==> config.mk <==
export PLATFORM = sky130hd
export DESIGN_NAME = rsc_reset_controller
export DESIGN_NICKNAME = d
export VERILOG_FILES = /design/src/rsc_pkg.sv /design/src/rsc_clock_loss.sv /design/src/rsc_reset_controller.sv
export SDC_FILE = /design/constraint.sdc
export NUM_CORES = 1
export LEC_CHECK = 0
export CORE_ASPECT_RATIO = 2
export CORE_MARGIN = 2
export CORE_UTILIZATION = 40
export DETAILED_ROUTE_END_ITERATION = 6
export DONT_BUFFER_PORTS = 1
export SYNTH_ARGS = -nofsm -noshare
export SYNTH_HDL_FRONTEND = slang
export SYNTH_HIERARCHICAL = 1
export SYNTH_SLANG_ARGS = --single-unit
==> constraint.sdc <==
create_clock -name mclk_in -period 2.63 [get_ports mclk_in]
set_input_delay 0.263 -clock mclk_in [delete_from_list [all_inputs] [get_ports mclk_in]]
set_output_delay 0.263 -clock mclk_in [all_outputs]
set_load 0.05 [all_outputs]
==> src/rsc_pkg.sv <==
package rsc_pkg;

  // ----------------------------------------------------------------
  // register bus and addresses
  // ----------------------------------------------------------------
  localparam int unsigned SFR_AW = 8;
  localparam int unsigned SFR_DW = 8;
  localparam logic [SFR_AW-1:0] VDM_CTRL_ADDR = 8'hFF;  // supply_monitor_control
  localparam logic [SFR_AW-1:0] RST_CAUSE_ADDR = 8'hEF; // reset_cause_register

  // ----------------------------------------------------------------
  // supply_monitor_control fields
  // ----------------------------------------------------------------
  localparam int unsigned VDM_EN_BIT = 7;
  localparam int unsigned VDM_STAT_BIT = 6;
  localparam int unsigned VDM_WARN_BIT = 5;
  localparam logic [SFR_DW-1:0] VDM_ZERO_MASK = 8'h1F; // bits that always read zero
  localparam logic VDM_EN_RESET = 1'h1;
  localparam logic SUPPLY_SEL_RESET = 1'h1;

  // ----------------------------------------------------------------
  // reset_cause_register fields, also the cause vector index
  // ----------------------------------------------------------------
  localparam int unsigned CAUSE_PIN = 0;
  localparam int unsigned CAUSE_POR = 1;
  localparam int unsigned CAUSE_MCD = 2;
  localparam int unsigned CAUSE_WDT = 3;
  localparam int unsigned CAUSE_SW = 4;
  localparam int unsigned CAUSE_CMP = 5;
  localparam int unsigned CAUSE_FLASH = 6;
  localparam int unsigned CAUSE_RTC = 7;
  localparam int unsigned CAUSE_W = 8;
  localparam logic [CAUSE_W-1:0] RST_CAUSE_RESET = 8'h02; // power-on flag only

  // ----------------------------------------------------------------
  // timing
  // ----------------------------------------------------------------
  localparam int unsigned CLK_MHZ = 50;
  localparam int unsigned MCD_TIMEOUT_US = 100;
  localparam int unsigned MCD_TIMEOUT_CYC = MCD_TIMEOUT_US * CLK_MHZ; // longest, floor
  localparam int unsigned WDT_DIV = 12;
  localparam int unsigned WDT_DIV_W = 4;
  localparam int unsigned HOLD_CYC = 4;  // least time the core is kept in reset
  localparam int unsigned HOLD_W = 3;

  // ----------------------------------------------------------------
  // sequencer states
  // ----------------------------------------------------------------
  typedef enum logic {st_run, st_hold} rsc_state_t;

endpackage : rsc_pkg

==> src/rsc_clock_loss.sv <==
module rsc_clock_loss #(
  parameter int unsigned TIMEOUT_CYC = rsc_pkg::MCD_TIMEOUT_CYC
) (
  input wire logic mclk_in,       // reference clock
  input wire logic rst_b_in,      // power-on reset, active low
  input wire logic enable_in,     // detector armed
  input wire logic sys_clk_in,    // monitored system clock level
  output logic timeout_out        // level: clock stuck too long
);

  localparam int unsigned CW = $clog2(TIMEOUT_CYC + 1);

  logic [CW-1:0] cnt_q, cnt_d;
  logic lvl_q, lvl_d;
  logic to_q, to_d;

  // ----------------------------------------------------------------
  // stuck-level counter
  // ----------------------------------------------------------------
  // any edge of the monitored clock restarts the one-shot
  always_comb begin
    lvl_d = sys_clk_in;
    cnt_d = cnt_q;
    to_d = to_q;
    if (!enable_in || (sys_clk_in != lvl_q)) begin
      cnt_d = '0;
      to_d = 1'b0;
    end else if (cnt_q != CW'(TIMEOUT_CYC)) begin
      cnt_d = cnt_q + CW'(1);
    end else begin
      to_d = 1'b1;
    end
  end

  always_ff @(posedge mclk_in or negedge rst_b_in) begin
    if (!rst_b_in) begin
      cnt_q <= '0;
      lvl_q <= 1'b0;
      to_q <= 1'b0;
    end else begin
      cnt_q <= cnt_d;
      lvl_q <= lvl_d;
      to_q <= to_d;
    end
  end

  assign timeout_out = to_q;

endmodule : rsc_clock_loss

==> src/rsc_reset_controller.sv <==
module rsc_reset_controller #(
  parameter int unsigned MCD_TIMEOUT_CYC = rsc_pkg::MCD_TIMEOUT_CYC,
  parameter int unsigned FLASH_AW = 16
) (
  input wire logic mclk_in,                       // system clock, 50 MHz
  input wire logic rst_b_in,                      // power-on reset, active low
  input wire logic [rsc_pkg::SFR_AW-1:0] sfr_addr_in,  // register address
  input wire logic sfr_wr_in,                     // register write strobe
  input wire logic [rsc_pkg::SFR_DW-1:0] sfr_wdata_in, // register write data
  output logic [rsc_pkg::SFR_DW-1:0] sfr_rdata_out,    // read data, one cycle late
  input wire logic rst_pin_b_in,                  // external reset pin, active low
  input wire logic suspend_in,                    // suspend mode active
  input wire logic sleep_in,                      // sleep mode active
  input wire logic supply_above_reset_in,         // supply above reset threshold
  input wire logic supply_above_warning_in,       // supply above warning threshold
  input wire logic system_clock_main_in,          // monitored system clock
  input wire logic comparator_out_in,             // 1: positive input above negative
  input wire logic comparator_wake_en_in,         // comparator is a wake-up source
  input wire logic wdt_overflow_in,               // watchdog expired, pulse
  input wire logic wdt_ctl_wr_in,                 // watchdog enable write, pulse
  input wire logic wdt_ctl_en_in,                 // watchdog enable value
  input wire logic flash_wr_in,                   // flash write or erase attempt
  input wire logic flash_write_enable_in,         // flash writes enabled
  input wire logic code_space_read_in,            // data read from code space
  input wire logic branch_fetch_in,               // program fetch after branch
  input wire logic [FLASH_AW-1:0] flash_addr_in,  // flash target address
  input wire logic [FLASH_AW-1:0] lock_addr_in,   // lock byte address
  input wire logic flash_secure_block_in,         // access refused by security
  input wire logic rtc_alarm_in,                  // rtc alarm match
  input wire logic rtc_osc_fail_in,               // rtc oscillator too slow
  input wire logic rtc_osc_det_en_in,             // rtc clock-loss detection on
  output logic core_rst_b_out,                    // core reset, active low
  output logic wdt_enable_out,                    // watchdog enabled
  output logic wdt_tick_out                       // watchdog clock, mclk_in / 12
);

  // ----------------------------------------------------------------
  // parameter checks
  // ----------------------------------------------------------------
  if (MCD_TIMEOUT_CYC < 2 || FLASH_AW < 1 || FLASH_AW > 32) begin : g_bad_param
    $error("rsc_reset_controller: unsupported parameter value");
  end

  // ----------------------------------------------------------------
  // declarations
  // ----------------------------------------------------------------
  localparam int unsigned CW = rsc_pkg::CAUSE_W;

  rsc_pkg::rsc_state_t state_q, state_d;
  logic [rsc_pkg::HOLD_W-1:0] hold_cnt_q, hold_cnt_d;
  logic [CW-1:0] cause_q, cause_d;
  logic [CW-1:0] rst_cause_q, rst_cause_d;
  logic vdm_en_q, vdm_en_d;
  logic supply_sel_q, supply_sel_d;
  logic wdt_en_q, wdt_en_d;
  logic [rsc_pkg::WDT_DIV_W-1:0] div_q, div_d, run_age_q, run_age_d;
  logic tick_q, tick_d;
  logic [rsc_pkg::SFR_DW-1:0] rdata_q, rdata_d;
  logic [CW-1:0] src;
  logic run, low_power, leave_hold;
  logic wr_vdm, wr_cause;
  logic mcd_timeout, flash_fault;

  function automatic logic above_lock(input logic [FLASH_AW-1:0] addr,
                                      input logic [FLASH_AW-1:0] lock);
    above_lock = addr > lock;
  endfunction : above_lock

  // ----------------------------------------------------------------
  // decode
  // ----------------------------------------------------------------
  assign run = (state_q == rsc_pkg::st_run);
  assign low_power = suspend_in | sleep_in;
  assign wr_vdm = sfr_wr_in && (sfr_addr_in == rsc_pkg::VDM_CTRL_ADDR);
  assign wr_cause = sfr_wr_in && (sfr_addr_in == rsc_pkg::RST_CAUSE_ADDR);

  // ----------------------------------------------------------------
  // clock-loss detector
  // ----------------------------------------------------------------
  // disarmed in low power so a stopped clock there is not a fault
  rsc_clock_loss #(
    .TIMEOUT_CYC(MCD_TIMEOUT_CYC)
  ) u_clock_loss (
    .mclk_in(mclk_in),
    .rst_b_in(rst_b_in),
    .enable_in(rst_cause_q[rsc_pkg::CAUSE_MCD] & ~low_power),
    .sys_clk_in(system_clock_main_in),
    .timeout_out(mcd_timeout)
  );

  // ----------------------------------------------------------------
  // flash access check
  // ----------------------------------------------------------------
  assign flash_fault = (flash_wr_in && flash_write_enable_in
                        && above_lock(flash_addr_in, lock_addr_in))
                     || (code_space_read_in && above_lock(flash_addr_in, lock_addr_in))
                     || (branch_fetch_in && above_lock(flash_addr_in, lock_addr_in))
                     || flash_secure_block_in
                     || (flash_wr_in && !vdm_en_q);

  // ----------------------------------------------------------------
  // reset sources
  // ----------------------------------------------------------------
  // core-driven events only count while the core runs; level sources
  // keep the hold going for as long as they stay asserted
  always_comb begin
    src = '0;
    src[rsc_pkg::CAUSE_PIN] = !rst_pin_b_in;
    src[rsc_pkg::CAUSE_POR] = vdm_en_q && supply_sel_q
                              && !supply_above_reset_in && !sleep_in;
    src[rsc_pkg::CAUSE_MCD] = rst_cause_q[rsc_pkg::CAUSE_MCD]
                              && !low_power && mcd_timeout;
    src[rsc_pkg::CAUSE_WDT] = run && wdt_en_q && !low_power
                              && wdt_overflow_in;
    src[rsc_pkg::CAUSE_SW] = run && wr_cause
                             && sfr_wdata_in[rsc_pkg::CAUSE_SW];
    src[rsc_pkg::CAUSE_CMP] = rst_cause_q[rsc_pkg::CAUSE_CMP]
                              && !comparator_out_in
                              && (!low_power || comparator_wake_en_in);
    src[rsc_pkg::CAUSE_FLASH] = run && flash_fault;
    src[rsc_pkg::CAUSE_RTC] = rst_cause_q[rsc_pkg::CAUSE_RTC]
                              && (rtc_alarm_in || (rtc_osc_det_en_in && rtc_osc_fail_in));
  end

  // ----------------------------------------------------------------
  // reset sequencer
  // ----------------------------------------------------------------
  // the cause is caught on entry; a short minimum hold gives pulse
  // sources a clean reset even though they last one cycle
  always_comb begin
    state_d = state_q;
    hold_cnt_d = hold_cnt_q;
    cause_d = cause_q;
    case (state_q)
      rsc_pkg::st_run: begin
        if (|src) begin
          state_d = rsc_pkg::st_hold;
          cause_d = src;
          hold_cnt_d = '0;
        end
      end
      rsc_pkg::st_hold: begin
        if (hold_cnt_q != rsc_pkg::HOLD_W'(rsc_pkg::HOLD_CYC - 1)) begin
          hold_cnt_d = hold_cnt_q + rsc_pkg::HOLD_W'(1);
        end else if (!(|src)) begin
          state_d = rsc_pkg::st_run;
        end
      end
      default: begin
        state_d = rsc_pkg::st_run;
      end
    endcase
  end

  always_ff @(posedge mclk_in or negedge rst_b_in) begin
    if (!rst_b_in) begin
      state_q <= rsc_pkg::st_run;
      hold_cnt_q <= '0;
      cause_q <= '0;
    end else begin
      state_q <= state_d;
      hold_cnt_q <= hold_cnt_d;
      cause_q <= cause_d;
    end
  end

  assign leave_hold = (state_q == rsc_pkg::st_hold) && (state_d == rsc_pkg::st_run);

  // ----------------------------------------------------------------
  // control and cause registers
  // ----------------------------------------------------------------
  // writes only land while the core runs, and flags only change on the
  // way out of reset, so a write can never collide with a flag update
  always_comb begin
    rst_cause_d = rst_cause_q;
    vdm_en_d = vdm_en_q;
    supply_sel_d = supply_sel_q;
    wdt_en_d = wdt_en_q;
    if (leave_hold) begin
      rst_cause_d = cause_q;
      wdt_en_d = 1'b1;
      if (cause_q[rsc_pkg::CAUSE_POR]) begin
        vdm_en_d = 1'b1;
        supply_sel_d = 1'b1;
      end
    end else if (run) begin
      if (wr_vdm) begin
        vdm_en_d = sfr_wdata_in[rsc_pkg::VDM_EN_BIT];
      end
      if (wr_cause) begin
        rst_cause_d[rsc_pkg::CAUSE_MCD] = sfr_wdata_in[rsc_pkg::CAUSE_MCD];
        rst_cause_d[rsc_pkg::CAUSE_CMP] = sfr_wdata_in[rsc_pkg::CAUSE_CMP];
        rst_cause_d[rsc_pkg::CAUSE_RTC] = sfr_wdata_in[rsc_pkg::CAUSE_RTC];
        supply_sel_d = sfr_wdata_in[rsc_pkg::CAUSE_POR];
      end
      if (wdt_ctl_wr_in) begin
        wdt_en_d = wdt_ctl_en_in;
      end
    end
  end

  always_ff @(posedge mclk_in or negedge rst_b_in) begin
    if (!rst_b_in) begin
      rst_cause_q <= rsc_pkg::RST_CAUSE_RESET;
      vdm_en_q <= rsc_pkg::VDM_EN_RESET;
      supply_sel_q <= rsc_pkg::SUPPLY_SEL_RESET;
      wdt_en_q <= 1'b1;
    end else begin
      rst_cause_q <= rst_cause_d;
      vdm_en_q <= vdm_en_d;
      supply_sel_q <= supply_sel_d;
      wdt_en_q <= wdt_en_d;
    end
  end

  // ----------------------------------------------------------------
  // watchdog clock divider
  // ----------------------------------------------------------------
  // restarts with the core so the first tick comes a full period late
  always_comb begin
    div_d = '0;
    tick_d = 1'b0;
    run_age_d = '0; // run cycles since reset exit, saturating; read by the start check
    if (run) begin
      run_age_d = (run_age_q == '1) ? run_age_q : run_age_q + rsc_pkg::WDT_DIV_W'(1);
      if (div_q == rsc_pkg::WDT_DIV_W'(rsc_pkg::WDT_DIV - 1)) begin
        tick_d = 1'b1;
      end else begin
        div_d = div_q + rsc_pkg::WDT_DIV_W'(1);
      end
    end
  end

  always_ff @(posedge mclk_in or negedge rst_b_in) begin
    if (!rst_b_in) begin
      div_q <= '0;
      tick_q <= 1'b0;
      run_age_q <= '0;
    end else begin
      div_q <= div_d;
      tick_q <= tick_d;
      run_age_q <= run_age_d;
    end
  end

  // ----------------------------------------------------------------
  // register read
  // ----------------------------------------------------------------
  // unmapped addresses read zero
  always_comb begin
    rdata_d = '0;
    if (sfr_addr_in == rsc_pkg::VDM_CTRL_ADDR) begin
      rdata_d[rsc_pkg::VDM_EN_BIT] = vdm_en_q;
      rdata_d[rsc_pkg::VDM_STAT_BIT] = supply_above_reset_in;
      rdata_d[rsc_pkg::VDM_WARN_BIT] = supply_above_warning_in;
    end else if (sfr_addr_in == rsc_pkg::RST_CAUSE_ADDR) begin
      rdata_d = rst_cause_q;
    end
  end

  always_ff @(posedge mclk_in or negedge rst_b_in) begin
    if (!rst_b_in) begin
      rdata_q <= '0;
    end else begin
      rdata_q <= rdata_d;
    end
  end

  // ----------------------------------------------------------------
  // outputs
  // ----------------------------------------------------------------
  // nothing here reaches the reset pin; it is an input only
  assign core_rst_b_out = run;
  assign sfr_rdata_out = rdata_q;
  assign wdt_enable_out = wdt_en_q;
  assign wdt_tick_out = tick_q;
endmodule : rsc_reset_controller

==> run_results.csv <==
group,metric,value,unit
outcome,status,"completed",
floorplanning,start_util,0.413,
global_routing,grt_max_degree,52,
placement,gp_congestion,0.802,
timing,rsz0062_at_grt,"no",
synthesis,ys_ff_latch,51,
cells_and_area,diodes,0,
setup_path,reg2reg_to,"vdm_en_q$_DFFE_PN1P_",
timing,slew_headroom,0.595,
setup_path,worst_ep_arrival_time,2.33,ns
placement,numPortBuffers,0,
synthesis,syn_inst,309,
synthesis,ys_warn_count,6,
setup_path,max_stage_delay,0.72,ns
global_routing,grt.overflow.total,0,
setup_path,crit_top_cell,"ha_1",
run,cap_violations,0,
clock_network,cts_buffer_depth,2,
setup_path,worstPathRequired,2.86,ns
routing,routedWlPerCell,16.3,um
synthesis,synth-edff-count,0,
routing,vias,2316,
timing,slew_viol_final,0,
routing,firstDrtPassIters,4,
global_routing,grt_pass1_vias,2360,
setup_path,crit_fanout,9,
synthesis,netlist_area,2980,um^2
floorplanning,pin_count,81,
floorplanning,die_h,126,um
routing,drc,0,
timing,worst_slew_pin_slew,0.604,ns
synthesis,yosysTopAreaCell,"dfrtp_1",
clock_network,cts_sinks,51,
synthesis,synth_nets,400,
clock_network,cts_tree,"done",
synthesis,ys.flop_type,"dfrtp_1",
worst_hold_path,hp-start,"sfr_wdata_in[7]",
cells_and_area,layout-drive-gt1-share,0.0952,
synthesis,synth.top_cell.area_share,0.395,
global_routing,antenna_found_initial,0,
timing,max_freq,477,MHz
timing,setup_viol,0,
setup_path,crit_type,"register to register",
routing,drt-initial-drc-count,88,
routing,via_per_inst,5.69,
synthesis,synth_area_per_cell,9.63,um^2
worst_hold_path,hold_class,"input pin to register",
cells_and_area,finalCoreUtilization,0.454,
setup_path,cp_slowest_cell,"or4_1",
timing,final_hold_viol_count,0,
clock_network,htree_levels,2,
floorplanning,dieArea,8190,um^2
global_routing,grt_pass1_wl,11000,um
setup_path,crit_path_start,"hold_cnt_q[0]$_DFFE_PN0P_",
pwr,p_total,0.00227,W
synthesis,yosysMostFrequentCell,"dfrtp_1",
placement,dp_hpwl,5090,um
setup_path,crit_path_end,"vdm_en_q$_DFFE_PN1P_",
timing,fin_crit,2.10,ns
pwr,ir_worst_vdd,0.321,mV
setup_path,endpoint_kind,"register",
setup_path,worstSetupStartpointType,"register",
cells_and_area,final_nets,405,
timing,skew,0.0105,ns
synthesis,synth_area_leaders,"dfrtp_1, ha_1, a21oi_1",
setup_path,r2r_cells,6,
routing,antenna_left,0,
pwr,powerDensity,694,nW/um^2
global_routing,track_usage,0.172,
cells_and_area,areaGrowthSynthToFinish,10.1,%
clock_network,root_buffer,"clkbuf_16",
clock_network,clk_pin_slew,0.08,ns
cells_and_area,fill_cells,729,
synthesis,seq_area_frac_synth,0.431,
timing,setup_tns,0,ns
clock_network,insertion_delay,0.30,ns
synthesis,ys_top_cells_by_count,"dfrtp_1, inv_1, nand2_1",
pwr,leakagePower,1.42,nW
timing,period_share,0.797,
floorplanning,core_area,7210,um^2
clock_network,cts_buffers,5,
synthesis,synth-async-reset-ratio,1.00,
synthesis,yosysUniqueCellTypes,59,
clock_network,cts.repair.resized,0,
setup_path,crit_chain,"ha_1 > ha_1 > inv_1 > or4_1 > mux2i_1 > o22a_1",
setup_path,r2r_start,"hold_cnt_q[0]$_DFFE_PN0P_",
setup_path,r2r_slack,0.53,ns
floorplanning,die_w,65.0,um
routing,drt_wl_total,6620,um
floorplanning,rows,44,
## how the worst min path moves through the flow
stage	end	slack [ns]	cells after the start
after CTS	vdm_en_q$_DFFE_PN1P_	0.11	1
after global placement	u_clock_loss/cnt_q[5]$_DFFE_PN0P_	-0.03	0
after detailed placement	u_clock_loss/cnt_q[5]$_DFFE_PN0P_	-0.03	0
final	vdm_en_q$_DFFE_PN1P_	0.11	1
after global routing	vdm_en_q$_DFFE_PN1P_	0.11	1
after floorplan	cause_q[0]$_DFFE_PN0P_	-0.03	0
## cell usage in the layout (no fill, tap or decap), types with 5 or more instances in the layout
cell and instances:
a21oi_1 25, and2_1 6, clkbuf_16 5, dfrtp_1 47, ha_1 21, inv_1 29, mux2i_1 7, nand2_1 29
nand3_1 7, nand4_1 10, nor2_1 14, nor3_1 12, o21ai_0 12, o31ai_1 5, or4_1 6
## worst max-delay path, delay by kind of cell, from the launching register on
kind                       cells  cell delay (ns)
AOI/OAI and AO/OA              1             0.19
muxes                          1             0.18
adders and majority gates      2             0.44
and+or+nand+nor                1             0.72
buffers and inverters          1             0.12
DFF                            1             0.39
## where the power goes
part           internal [W]  switching [W]  leakage [nW]
logic              0.000234       0.000291         0.676
registers          0.000937       0.000133         0.671
clock network      0.000363       0.000315        0.0759
total               0.00153       0.000738          1.42
## registers in the layout, summed over array words and instances (netlist names)
signal	count
u_clock_loss/lvl_q	1
supply_sel_q	1
div_q	4
u_clock_loss/cnt_q	13
vdm_en_q	1
state_q	1
wdt_tick_out	1
rst_cause_q	8
cause_q	8
wdt_enable_out	1
sfr_rdata_out	8
hold_cnt_q	3
u_clock_loss/timeout_out	1
## area by class of cell
class	count	area, um^2	share of cell area
flip-flops and latches	51	1280	0.391
inverters	29	109	0.0332
clock inverters	3	28.8	0.00879
well taps	92	115	0.0352
repair buffers	7	77.6	0.0237
clock buffers	5	125	0.0382
multi-input cells	220	1540	0.470
## metal layers
| layer | vias to the layer above | global-route usage | wire length [um] |
|---|---|---|---|
| li1 | 1133 | - | - |
| met1 | 1095 | 0.176 | 2360 |
| met2 | 75 | 0.327 | 3750 |
| met3 | 13 | 0.0313 | 329 |
| met4 | 0 | 0.0701 | 176 |
| met5 | - | 0 | 0 |
## per-stage QoR
stage | cells | area, um^2 | worst slack, ns | hold slack (ns)
finish | 407 | 3270 | 0.535 | 0.113
global route | 407 | 3270 | 0.362 | 0.108
CTS | 407 | 3270 | 0.512 | 0.109
detailed placement | 396 | 3070 | 0.408 | -0.0309
global placement | 396 | 3070 | 0.447 | -0.0311
floorplan | 309 | 2980 | 0.706 | -0.0326
## cell families after synthesis
| group | Yosys count | share of synthesized area |
|---|---|---|
| fa+ha+maj | 21 | 0.0883 |
| buf+inv | 38 | 0.0526 |
| xor+xnor | 5 | 0.0147 |
| flops | 51 | 0.431 |
| compound gates | 74 | 0.166 |
| mux | 7 | 0.0236 |
| simple gates | 113 | 0.224 |
## timing repair
action,in CTS,in global routing
hold buffers,3,0
endpoints found under the hold margin,52,0
setup buffers,0,0
Power figures use the tool's default switching activity.
